### config.mk
export PLATFORM = sky130hd
export DESIGN_NAME = smclw_top
export DESIGN_NICKNAME = d
export VERILOG_FILES = /design/src/inc/smclw_pkg.sv /design/src/rtl/smclw_top.sv /design/src/rtl/smclw_qcheck.sv
export SDC_FILE = /design/constraint.sdc
export NUM_CORES = 1
export LEC_CHECK = 0
export BUFFER_PORTS_ARGS = -buffer_cell sky130_fd_sc_hd__buf_2
export CAP_MARGIN = 20
export CORE_MARGIN = 5
export CORE_UTILIZATION = 40
export CTS_CLUSTER_SIZE = 28
export DETAILED_ROUTE_END_ITERATION = 6
export GPL_TIMING_DRIVEN = 0
export PLACE_DENSITY = 0.62
export SYNTH_ARGS = -nofsm -noshare
export SYNTH_HDL_FRONTEND = slang
export SYNTH_SLANG_ARGS = --single-unit
export TNS_END_PERCENT = 10
### constraint.sdc
create_clock -name clk_i -period 3.62 [get_ports clk_i]
set_input_delay 0.362 -clock clk_i [delete_from_list [all_inputs] [get_ports clk_i]]
set_output_delay 0.362 -clock clk_i [all_outputs]
set_load 0.02 [all_outputs]
### src/inc/smclw_pkg.sv
// Constants and types for the stop mode clock loss and wake-up controller
package smclw_pkg;

   // ****************************************************************
   // Register map
   // ****************************************************************
   localparam logic [7:0] SMCLW_ADR_CTRL  = 8'h00;
   localparam logic [7:0] SMCLW_ADR_STAT  = 8'h04;
   localparam logic [7:0] SMCLW_ADR_MASK  = 8'h08;
   localparam logic [7:0] SMCLW_ADR_STATE = 8'h0C;

   // Control register fields
   localparam int SMCLW_CTRL_CME   = 0;
   localparam int SMCLW_CTRL_SELF_CLOCK_MODE_ENABLE  = 1;
   localparam int SMCLW_CTRL_STOP_TYPE_SELECT  = 2;
   localparam int SMCLW_CTRL_PLLS  = 3;
   // Status and mask share one layout
   localparam int SMCLW_IRQ_SCM    = 0;

   // Values after reset
   localparam logic SMCLW_CME_RST   = 1'b1;
   localparam logic SMCLW_SELF_CLOCK_MODE_ENABLE_RST  = 1'b1;
   localparam logic SMCLW_STOP_TYPE_SELECT_RST  = 1'b0;
   localparam logic SMCLW_PLLS_RST  = 1'b0;
   localparam logic SMCLW_SELF_CLOCK_IRQ_ENABLE_RST = 1'b0;

   // ****************************************************************
   // Counts
   // ****************************************************************
   localparam int SMCLW_OSC_GOOD_CNT  = 4096;
   localparam int SMCLW_FSTOP_MAX_WIN = 50;
   localparam int SMCLW_LOSS_CYC      = 64;
   localparam int SMCLW_WIN_CYC_DFLT  = 16384;

   // ****************************************************************
   // Types
   // ****************************************************************
   typedef enum logic [1:0] {
      SMCLW_RUN,
      SMCLW_PSTOP,
      SMCLW_FSTOP,
      SMCLW_FWAKE
   } smclw_state_t;

endpackage

### src/rtl/smclw_top.sv
// Stop mode clock loss handling and wake-up control with register slave
//
// Contract
// - Monitor on, no self-clock: immediate monitor reset
// - Loss with self-clock: regulator, PLL, check, flag
// - Good after 4096 edges: leave self-clock, stay
// - Recovered, wake interrupt: exit on oscillator clock
// - Recovered, external reset: exit, start reset sequence
// - Still failed, interrupt off: stay, keep checking
// - Interrupt while failed: exit in self-clock, check
// - Reset while failed: exit in self-clock, reset, check
// - Self-clock interrupt enabled: flag itself wakes device
// - Full stop ends only by external interrupt/reset
// - Reset in full stop: defaults, 50 windows, reset
// - Interrupt wake: up to 50 windows, then run
// - All windows fail: self-clock or monitor reset
// - Stop clears PLL select; software sets it again
// - Monitor disabled during full stop
// - Monitor off: clock loss ignored
// - Stop type one is pseudo, zero is full
`timescale 1ns/1ps
`default_nettype none
module smclw_top #(
   parameter int WIN_CYC = smclw_pkg::SMCLW_WIN_CYC_DFLT
) (
   input  wire logic        clk_i,
   input  wire logic        rst_i,
   input  wire logic        wb_cyc_i,
   input  wire logic        wb_stb_i,
   input  wire logic        wb_we_i,
   input  wire logic [7:0]  wb_adr_i,
   input  wire logic [3:0]  wb_sel_i,
   input  wire logic [31:0] wb_dat_i,
   output logic [31:0]      wb_dat_o,
   output logic             wb_ack_o,
   input  wire logic        stop_req_i,
   input  wire logic        wake_irq_i,
   input  wire logic        osc_clk_i,
   input  wire logic        ext_reset_n_i,
   input  wire logic        ext_irq_i,
   output logic             stop_active_o,
   output logic             self_clock_mode_o,
   output logic             sys_from_pll_o,
   output logic             pll_en_o,
   output logic             voltage_regulator_en_o,
   output logic             clock_monitor_reset_o,
   output logic             reset_seq_start_o,
   output logic             irq_o
);
   import smclw_pkg::*;

   // ****************************************************************
   // Pin synchronisers
   // ****************************************************************
   // Bit 0 oscillator, bit 1 reset pin, bit 2 external interrupt
   logic [2:0] pin_s1;
   logic [2:0] pin_s2;
   logic [1:0] pin_d;

   always_ff @(posedge clk_i) begin
      if (rst_i) begin
         pin_s1 <= 3'h2;
         pin_s2 <= 3'h2;
         pin_d  <= 2'h2;
      end else begin
         pin_s1 <= {ext_irq_i, ext_reset_n_i, osc_clk_i};
         pin_s2 <= pin_s1;
         pin_d  <= pin_s2[1:0];
      end
   end

   wire osc_edge    = pin_s2[0] && !pin_d[0];
   wire ext_rst_evt = !pin_s2[1] && pin_d[1];
   wire ext_irq     = pin_s2[2];

   // ****************************************************************
   // Registers and state
   // ****************************************************************
   smclw_state_t state;
   smclw_state_t next_state;
   logic         clock_monitor_enable;
   logic         self_clock_mode_enable;
   logic         stop_type_select;
   logic         pll_clock_select;
   logic         self_clock_irq_enable;
   logic         self_clock_irq_flag;
   logic         scm_act;
   logic         wake_by_rst;
   logic [5:0]   fail_cnt;
   logic [6:0]   loss_cnt;
   logic         next_scm_act;
   logic         next_wake_by_rst;
   logic [5:0]   next_fail_cnt;
   logic         ev_cmrst;
   logic         ev_seq;
   logic         ev_flag;
   logic         ev_dflt;
   logic         pll_clr;
   logic         qc_good;
   logic         qc_fail;

   // ****************************************************************
   // Clock monitor
   // ****************************************************************
   // Counts clock cycles since the last oscillator edge, saturating
   always_ff @(posedge clk_i) begin
      if (rst_i || osc_edge) begin
         loss_cnt <= '0;
      end else if (loss_cnt != 7'(SMCLW_LOSS_CYC)) begin
         loss_cnt <= loss_cnt + 7'h1;
      end
   end

   wire osc_lost = (loss_cnt == 7'(SMCLW_LOSS_CYC));
   // Only watched in pseudo-stop; full stop has no monitor
   wire mon_fail = osc_lost && clock_monitor_enable && (state == SMCLW_PSTOP);

   // ****************************************************************
   // Quality checker
   // ****************************************************************
   // Full stop halts any running check; wake-up restarts it clean
   wire qc_run = (scm_act && (state != SMCLW_FSTOP)) ||
                 (state == SMCLW_FWAKE);

   smclw_qcheck #(
      .WIN_CYC    (WIN_CYC)
   ) u_qcheck (
      .clk_i      (clk_i),
      .rst_i      (rst_i),
      .run_i      (qc_run),
      .osc_edge_i (osc_edge),
      .good_o     (qc_good),
      .win_fail_o (qc_fail)
   );

   wire last_win = (fail_cnt == 6'(SMCLW_FSTOP_MAX_WIN - 1));

   // ****************************************************************
   // Mode sequencer
   // ****************************************************************
   always_comb begin
      next_state       = state;
      next_scm_act     = scm_act;
      next_fail_cnt    = fail_cnt;
      next_wake_by_rst = wake_by_rst;
      ev_cmrst         = 1'b0;
      ev_seq           = 1'b0;
      ev_flag          = 1'b0;
      ev_dflt          = 1'b0;
      pll_clr          = 1'b0;
      if (qc_good) begin
         next_scm_act = 1'b0;
      end
      unique case (state)
         SMCLW_RUN: begin
            if (ext_rst_evt) begin
               ev_seq  = 1'b1;
               ev_dflt = 1'b1;
            end else if (stop_req_i) begin
               pll_clr    = 1'b1;
               next_state = stop_type_select ? SMCLW_PSTOP : SMCLW_FSTOP;
            end
         end
         SMCLW_PSTOP: begin
            if (ext_rst_evt) begin
               ev_seq     = 1'b1;
               ev_dflt    = 1'b1;
               next_state = SMCLW_RUN;
            end else if (mon_fail && !self_clock_mode_enable) begin
               ev_cmrst = 1'b1;
            end else if (mon_fail && !scm_act) begin
               next_scm_act = 1'b1;
               ev_flag      = 1'b1;
            end else if (wake_irq_i) begin
               next_state = SMCLW_RUN;
            end else if (scm_act && self_clock_irq_flag && self_clock_irq_enable) begin
               next_state = SMCLW_RUN;
            end
         end
         SMCLW_FSTOP: begin
            // Internal wake sources are ignored here
            next_fail_cnt = '0;
            if (ext_rst_evt) begin
               next_state       = SMCLW_FWAKE;
               next_wake_by_rst = 1'b1;
               ev_dflt          = 1'b1;
            end else if (ext_irq) begin
               next_state       = SMCLW_FWAKE;
               next_wake_by_rst = 1'b0;
            end
         end
         SMCLW_FWAKE: begin
            if (qc_good) begin
               next_state = SMCLW_RUN;
               ev_seq     = wake_by_rst;
            end else if (qc_fail && last_win) begin
               next_state = SMCLW_RUN;
               if (self_clock_mode_enable) begin
                  next_scm_act = 1'b1;
                  ev_seq       = wake_by_rst;
               end else begin
                  ev_cmrst = 1'b1;
               end
            end else if (qc_fail) begin
               next_fail_cnt = fail_cnt + 6'h1;
            end
         end
      endcase
      // Monitor reset restores defaults, so self-clock mode follows
      if (ev_cmrst) begin
         next_state   = SMCLW_RUN;
         next_scm_act = 1'b1;
         ev_dflt      = 1'b1;
         ev_seq       = 1'b1;
      end
   end

   always_ff @(posedge clk_i) begin
      if (rst_i) begin
         state       <= SMCLW_RUN;
         scm_act     <= 1'b0;
         fail_cnt    <= '0;
         wake_by_rst <= 1'b0;
      end else begin
         state       <= next_state;
         scm_act     <= next_scm_act;
         fail_cnt    <= next_fail_cnt;
         wake_by_rst <= next_wake_by_rst;
      end
   end

   // ****************************************************************
   // Wishbone slave
   // ****************************************************************
   // Writes land on the edge where ack is high; one wait state
   wire wb_req    = wb_cyc_i && wb_stb_i;
   wire wb_wr     = wb_req && wb_we_i && wb_ack_o && wb_sel_i[0];
   wire wr_ctrl   = wb_wr && (wb_adr_i == SMCLW_ADR_CTRL);
   wire wr_stat   = wb_wr && (wb_adr_i == SMCLW_ADR_STAT);
   wire wr_mask   = wb_wr && (wb_adr_i == SMCLW_ADR_MASK);
   wire flag_clr  = wr_stat && wb_dat_i[SMCLW_IRQ_SCM];

   wire [31:0] rd_ctrl  = {28'h0, pll_clock_select, stop_type_select, self_clock_mode_enable, clock_monitor_enable};
   wire [31:0] rd_stat  = {31'h0, self_clock_irq_flag};
   wire [31:0] rd_mask  = {31'h0, self_clock_irq_enable};
   wire [31:0] rd_state = {27'h0, pll_en_o, voltage_regulator_en_o, scm_act, state};
   wire [31:0] rd_data  =
      (wb_adr_i == SMCLW_ADR_CTRL)  ? rd_ctrl  :
      (wb_adr_i == SMCLW_ADR_STAT)  ? rd_stat  :
      (wb_adr_i == SMCLW_ADR_MASK)  ? rd_mask  :
      (wb_adr_i == SMCLW_ADR_STATE) ? rd_state : 32'h0;

   always_ff @(posedge clk_i) begin
      if (rst_i) begin
         wb_ack_o <= 1'b0;
         wb_dat_o <= 32'h0;
      end else begin
         wb_ack_o <= wb_req && !wb_ack_o;
         wb_dat_o <= rd_data;
      end
   end

   // ****************************************************************
   // Configuration and flag
   // ****************************************************************
   // Hardware restore and stop entry win over a same-cycle write
   always_ff @(posedge clk_i) begin
      if (rst_i || ev_dflt) begin
         clock_monitor_enable   <= SMCLW_CME_RST;
         self_clock_mode_enable  <= SMCLW_SELF_CLOCK_MODE_ENABLE_RST;
         stop_type_select  <= SMCLW_STOP_TYPE_SELECT_RST;
         self_clock_irq_enable <= SMCLW_SELF_CLOCK_IRQ_ENABLE_RST;
      end else begin
         if (wr_ctrl) begin
            clock_monitor_enable  <= wb_dat_i[SMCLW_CTRL_CME];
            self_clock_mode_enable <= wb_dat_i[SMCLW_CTRL_SELF_CLOCK_MODE_ENABLE];
            stop_type_select <= wb_dat_i[SMCLW_CTRL_STOP_TYPE_SELECT];
         end
         if (wr_mask) begin
            self_clock_irq_enable <= wb_dat_i[SMCLW_IRQ_SCM];
         end
      end
   end

   always_ff @(posedge clk_i) begin
      if (rst_i || ev_dflt || pll_clr) begin
         pll_clock_select <= SMCLW_PLLS_RST;
      end else if (wr_ctrl) begin
         pll_clock_select <= wb_dat_i[SMCLW_CTRL_PLLS];
      end
   end

   // Set wins over a clear in the same cycle
   always_ff @(posedge clk_i) begin
      if (rst_i) begin
         self_clock_irq_flag <= 1'b0;
      end else begin
         self_clock_irq_flag <= ev_flag || (self_clock_irq_flag && !flag_clr);
      end
   end

   // ****************************************************************
   // Outputs
   // ****************************************************************
   wire run_now = (next_state == SMCLW_RUN);

   always_ff @(posedge clk_i) begin
      if (rst_i) begin
         stop_active_o         <= 1'b0;
         self_clock_mode_o     <= 1'b0;
         sys_from_pll_o        <= 1'b0;
         pll_en_o              <= 1'b1;
         voltage_regulator_en_o             <= 1'b1;
         clock_monitor_reset_o <= 1'b0;
         reset_seq_start_o     <= 1'b0;
         irq_o                 <= 1'b0;
      end else begin
         stop_active_o         <= !run_now;
         self_clock_mode_o     <= next_scm_act;
         sys_from_pll_o        <= run_now && !next_scm_act && pll_clock_select &&
                                  !pll_clr && !ev_dflt;
         pll_en_o              <= run_now || next_scm_act;
         voltage_regulator_en_o             <= run_now || next_scm_act;
         clock_monitor_reset_o <= ev_cmrst;
         reset_seq_start_o     <= ev_seq;
         irq_o                 <= self_clock_irq_flag && self_clock_irq_enable;
      end
   end

endmodule // smclw_top
`default_nettype wire

### src/rtl/smclw_qcheck.sv
// Clock quality checker: counts oscillator edges inside check windows
`timescale 1ns/1ps
`default_nettype none
module smclw_qcheck #(
   parameter int WIN_CYC = smclw_pkg::SMCLW_WIN_CYC_DFLT
) (
   input  wire logic clk_i,
   input  wire logic rst_i,
   input  wire logic run_i,
   input  wire logic osc_edge_i,
   output logic      good_o,
   output logic      win_fail_o
);
   import smclw_pkg::*;

   // ****************************************************************
   // Counters
   // ****************************************************************
   logic [31:0] win_cnt;
   logic [12:0] osc_cnt;
   wire         osc_done;
   wire         win_done;

   assign osc_done = osc_edge_i &&
                     (osc_cnt == 13'(SMCLW_OSC_GOOD_CNT - 1));
   assign win_done = (win_cnt == 32'(WIN_CYC - 1));

   // Dropping run clears both counts, so each start is a fresh window
   always_ff @(posedge clk_i) begin
      if (rst_i || !run_i || osc_done || win_done) begin
         win_cnt <= '0;
         osc_cnt <= '0;
      end else begin
         win_cnt <= win_cnt + 32'h1;
         osc_cnt <= osc_cnt + {12'h0, osc_edge_i};
      end
   end

   always_ff @(posedge clk_i) begin
      if (rst_i) begin
         good_o     <= 1'b0;
         win_fail_o <= 1'b0;
      end else begin
         good_o     <= run_i && osc_done;
         win_fail_o <= run_i && win_done && !osc_done;
      end
   end

endmodule // smclw_qcheck
`default_nettype wire

After elaboration in Yosys (flattened, before gate mapping)
Cells that the tools add are included.
- flip-flop bits (word level): 117
- bits of input ports: 54
- word-level logic and storage cells: 163
- add/sub/neg operators: 4
- equal/unequal tests: 15
- muxes and demuxes: 54
- bitwise gates (word level): 1
- reductions and logical operators: 61
- operators with widths (cell ; number):
    $add A32 B1 Y32 const B ; 1
    $eq A32 B14 Y1 const B ; 1
    $logic_and A1 B1 Y1 ; 29
    $mux W1 ; 29
    $mux W2 ; 13
    $mux W6 ; 3
    $eq A8 B4 Y1 const B ; 2
    $mux W4 ; 4
    $add A13 B1 Y13 ; 1
    $eq A13 B12 Y1 const B ; 1
    $logic_not A1 Y1 ; 12
    $pmux W6 S2 ; 1
    $logic_or A1 B1 Y1 ; 9
    $eq A8 B3 Y1 const B ; 1
    $logic_not A8 Y1 ; 1
    $pmux W2 S4 ; 1
    $add A7 B1 Y7 const B ; 1
    $eq A7 B7 Y1 const B ; 1
    $ne A7 B7 Y1 const B ; 1
    $add A6 B1 Y6 const B ; 1
    $eq A6 B6 Y1 const B ; 1
    $ne A2 B2 Y1 const B ; 3
    $pmux W1 S2 ; 3
    $reduce_or A5 Y1 ; 1
    other kinds (11) ; 14

Depth between registers and ports, before layout
- depth in word-level cells: 14
- gate-level depth with buffers: 8

By module
From an unflattened synthesis, not the netlist that was laid out.
- cells, all modules: 476
- area total of the unflattened synthesis: 4195.3 sq um
- modules (own cells, without submodules) (module ; instances ; cells each ; area an instance (sq um)):
    smclw_qcheck ; 1 ; 247 ; 2159.6
    smclw_top ; 1 ; 229 ; 2035.7

Worst setup path before layout
No wires, ideal clock.
- path type: register to register
- start point: reg loss_cnt[0]
- end point: reg sys_from_pll_o
- arrival: 1577 ps
- setup slack: 1956 ps
- cell stages (with the launch flop): 8
- path buffers: 0
- path through: dfxtp_1 -> inv_1 -> ha_1 -> nor4b_1 -> and3b_1 -> a32oi_1 -> nand3_1 -> nor4b_2
- longest elaborated chain between the ends: 14
- RTL lines (item ; line ; source):
    from (decl) ; smclw_top.sv:90 ; logic [6:0] loss_cnt;
    from (signal assigned) ; smclw_top.sv:110 ; loss_cnt <= loss_cnt + 7'h1;
    $eq A7 B7 Y1 (*) ; smclw_top.sv:114 ; wire osc_lost = (loss_cnt == 7'(SMCLW_LOSS_CYC));
    $logic_and A1 B1 Y1 (*) (2 in a row) ; smclw_top.sv:116 ; wire mon_fail = osc_lost && clock_monitor_enable && (state == SMCLW_PSTOP);
    $logic_and A1 B1 Y1 ; smclw_top.sv:171 ; end else if (mon_fail && !scm_act) begin
    $mux W2 / $mux W1 (equally long branches) ; smclw_top.sv:171 ;
    $mux W2 / $mux W1 (equally long branches) ; smclw_top.sv:169 ; end else if (mon_fail && !self_clock_mode_enable) begin
    $mux W2 / $mux W1 (equally long branches) ; smclw_top.sv:165 ; if (ext_rst_evt) begin
    $pmux W2 S4 / $pmux W1 S2 (equally long branches) ; smclw_top.sv:154 ; unique case (state)
    $mux W2 / $mux W1 (equally long branches) ; smclw_top.sv:210 ; if (ev_cmrst) begin
    $logic_not A2 Y1 / $logic_not A1 Y1 (equally long branches) ; smclw_top.sv:305, smclw_top.sv:320 ;
    $logic_and A1 B1 Y1 (3 in a row) ; smclw_top.sv:320 ; sys_from_pll_o <= run_now && !next_scm_act && pll_clock_select &&
    $logic_and A1 B1 Y1 (*) ; smclw_top.sv:321 ; !pll_clr && !ev_dflt;
    to (signal assigned) ; smclw_top.sv:320 ;
    to (decl) ; smclw_top.sv:43 ; output logic sys_from_pll_o,
Every way passes the cells marked *; elsewhere a longest branch is shown, timed or not.
A chain may end at the register's enable or synchronous reset.

Worst setup path in the final report
- start point: reg loss_cnt[0]
- end point: reg reset_seq_start_o
- longest elaborated chain between the ends: 8
- RTL lines (item ; line ; source):
    $eq A7 B7 Y1 ; smclw_top.sv:114 ;
    $logic_and A1 B1 Y1 (2 in a row) ; smclw_top.sv:116 ;
    $logic_and A1 B1 Y1 ; smclw_top.sv:169 ;
    $mux W1 ; smclw_top.sv:169 ;
    $mux W1 ; smclw_top.sv:165 ;
    $pmux W1 S2 ; smclw_top.sv:154 ;
    $mux W1 ; smclw_top.sv:210 ;
    to (signal assigned) ; smclw_top.sv:325 ; reset_seq_start_o <= ev_seq;
    to (decl) ; smclw_top.sv:47 ; output logic reset_seq_start_o,
No other way between the ends.

==> results_dict.tcl <==
set metrics [dict create \
    status "completed" \
    fin_area_sq_um 4880 \
    yosys_warnings 0 \
    grt_pass1_wl_mm 14.0 \
    path_cells "inv_1, ha_1, nor4b_1, and3b_1, and2_1, o21ai_0, a21oi_1" \
    final_util 0.473 \
    slew_viol_final 0 \
    finalCritPeriodShare 0.555 \
    drc_errors 0 \
    cts_root_buf "clkbuf_8" \
    cp.buffers_inverters 1 \
    clkSlewWorstSetupHoldPaths_ns 0.10 \
    cts_buffers 9 \
    synth.yosys.seq_area_share 0.424 \
    avgSynthCellArea_sq_um 8.78 \
    crit_slowest_cell "o21ai_0" \
    cts.sinks 90 \
    cts_tree "built" \
    clockPowerShare 0.363 \
    drive_gt1_frac 0.189 \
    netlist_top_cells_count "90 x dfxtp_1, 87 x nor2_1, 34 x nand2_1" \
    die_area_sq_um 12800 \
    seq_area_sq_um 1800 \
    nets 616 \
    max_stage_delay_ns 0.53 \
    synth_compound_area_frac 0.0580 \
    grt_max_degree 16 \
    cp-start-kind "flop" \
    period_minus_slack_ns 2.01 \
    worstPathRequired_ns 3.84 \
    hold_path_class "input pin to flop" \
    fin_skew_ns 0.0146 \
    postCtsSetupRepairBufs 0 \
    setup_violations 0 \
    ys_ff_latch 90 \
    overflow 0 \
    portBuffers 34 \
    synth_ff_type "dfxtp_1" \
    p_leak_uw 0.00180 \
    netlist_area_sq_um 4250 \
    swShare 0.250 \
    num_vias 3315 \
    pwr-share-comb 0.093 \
    synth_top_cell_by_area "dfxtp_1" \
    die_x_um 113 \
    rows 37 \
    place_congestion 0.828 \
    synth_edf_count 0 \
    area_growth_pct 14.9 \
    wl_per_cell_um 11.8 \
    cts_resized 0 \
    placed_cells_incl_taps 680 \
    start_util 0.411 \
    drtIter0Drc 124 \
    arrival_ns 2.23 \
    fin_tns_setup_ns 0 \
    timing.fmax_mhz 498 \
    synth_fa_ha_area_frac 0.0206 \
    rsz0062_at_grt "false" \
    htree_levels 3 \
    switchingPower_uw 463 \
    dieHeight_um 113 \
    final_cells 696 \
    place_area_sq_um 4690 \
    synth_mux_area_frac 0.0242 \
    internal-power_uw 1390 \
    endpoint_kind "flop" \
    ys_top_cells_by_area "dfxtp_1 42%, nor2_1 7.7%, xnor2_1 6.2%, buf_4 5.5%, xor2_1 3.9%" \
    synthXorXnorAreaFrac 0.101 \
    crit_family "compound AO/OA/AOI/OAI gates" \
    yosysTopAreaCellShare 0.424 \
    grt_pass1_vias 3175 \
    diodes 0 \
    clock_path_buffers 2 \
    power_density_nw_per_um2 381 \
    firstDrtPassIters 5 \
    io_pins 95 \
    synthSimpleGateAreaFrac 0.281 \
    irDropWorstVdd_v 0.000187 \
    crit_fanout 4 \
    drt.antenna.violating_nets 0 \
    worst_pin_slew_ns 0.634 \
    path_class "flop to flop" \
    synth_top_family_by_area "simple AND/OR/NAND/NOR gates" \
    post-dp-hpwl_mm 6.06 \
    seqPwrFrac 0.544 \
    hold_buffers 0 \
    nFillCells 1001 \
    wirelength_mm 8.19 \
    grt_usage 0.131 \
    cap_violations 0 \
    via_per_inst 4.76 \
    async_flop_share 0 \
    antenna_found_initial 0 \
    syn_inst 484 \
    clk_latency_ns 0.36 \
    finalHoldViolations 0 \
    synth.distinct_cells 55 \
    yosysMostFrequentCell "dfxtp_1" \
    core_area_sq_um 10300 \
    multi_input_area_sq_um 2160 \
    relSlewSlack 0.573 \
]
worst paths after layout:
| check | slack [ns] | endpoint | cells after the start | start |
|---|---|---|---|---|
| min | 0.19 | pin_s1[1] | 2 | ext_reset_n_i |
| max reg2reg | 1.61 | reset_seq_start_o | 7 | loss_cnt[0] |
| min reg2reg | 0.42 | pin_s2[1] | 1 | pin_s1[1] |
| max | 1.61 | reset_seq_start_o | 7 | loss_cnt[0] |
layout by cell type, fill, tap and decap left out, types with 2 or more instances in the layout:
cell type	n
a21boi_0	2
a21o_1	2
a21oi_1	10
and2_1	2
and3_1	5
and4_1	6
buf_2	39
buf_4	31
buf_6	4
clkbuf_1	7
clkbuf_8	9
clkinvlp_4	3
conb_1	27
dfxtp_1	90
ha_1	7
inv_1	15
mux2i_1	8
nand2_1	34
nand2b_1	6
nand3_1	23
nand3b_1	3
nand4_1	7
nor2_1	87
nor2b_1	13
nor3_1	11
nor3_2	2
nor3b_1	3
nor4_1	5
nor4_2	6
nor4b_1	2
o211ai_1	3
o21ai_0	7
or2_2	5
or3_1	3
xnor2_1	30
xor2_1	19
registers in the layout (all words and copies together), names as in the netlist, 3 cells and up:
name	cells
wb_dat_o	5
fail_cnt	6
u_qcheck.win_cnt	32
pin_s1	3
u_qcheck.osc_cnt	13
loss_cnt	7
pin_s2	3
metrics by stage:
step / setup slack, ns / hold WS (ns) / total power [uW]
finish: 1.61 / 0.188 / 1860
floorplan: 1.96 / 0.389 / 1170
detailed placement: 1.58 / 0.406 / 1210
CTS: 1.57 / 0.172 / 1880
global route: 1.36 / 0.168 / 1950
global placement: 1.62 / 0.401 / 1200
power groups by stage:
stage	clock network [uW]	logic, uW	registers [uW]
global placement	0	170	1030
finish	673	174	1010
CTS	700	172	1010
detailed placement	0	171	1030
global route	741	191	1010
floorplan	0	129	1040
final cells by class:
| type | count | share of cell area |
|---|---|---|
| Clock buffer | 10 | 0.0262 |
| Tap cell | 136 | 0.0349 |
| Multi-Input combinational cell | 359 | 0.443 |
| Clock inverter | 6 | 0.0136 |
| Timing Repair Buffer | 34 | 0.0349 |
| Inverter | 15 | 0.0115 |
| Buffer | 46 | 0.0667 |
| Sequential cell | 90 | 0.369 |
logic make-up after synthesis:
group / count (synthesis)
compound gates: 37
xor+xnor: 49
fa+ha+maj: 7
buf+inv: 61
flops: 90
mux: 9
other cells: 1
simple gates: 230
worst register-to-register path, cell delays in order (launching register included):
cell and delay [ns]:
dfxtp_1 0.38, inv_1 0.08, ha_1 0.20, nor4b_1 0.15, and3b_1 0.22, and2_1 0.18
o21ai_0 0.53, a21oi_1 0.14
per-layer routing:
layer	GRT usage	wire, um	vias to the layer above
met5	0	0	-
met4	0.0385	131	0
met3	0.0433	478	14
met2	0.219	3870	68
met1	0.161	3710	1519
li1	-	-	1714
Note: power is estimated with default switching activity, not from simulation.
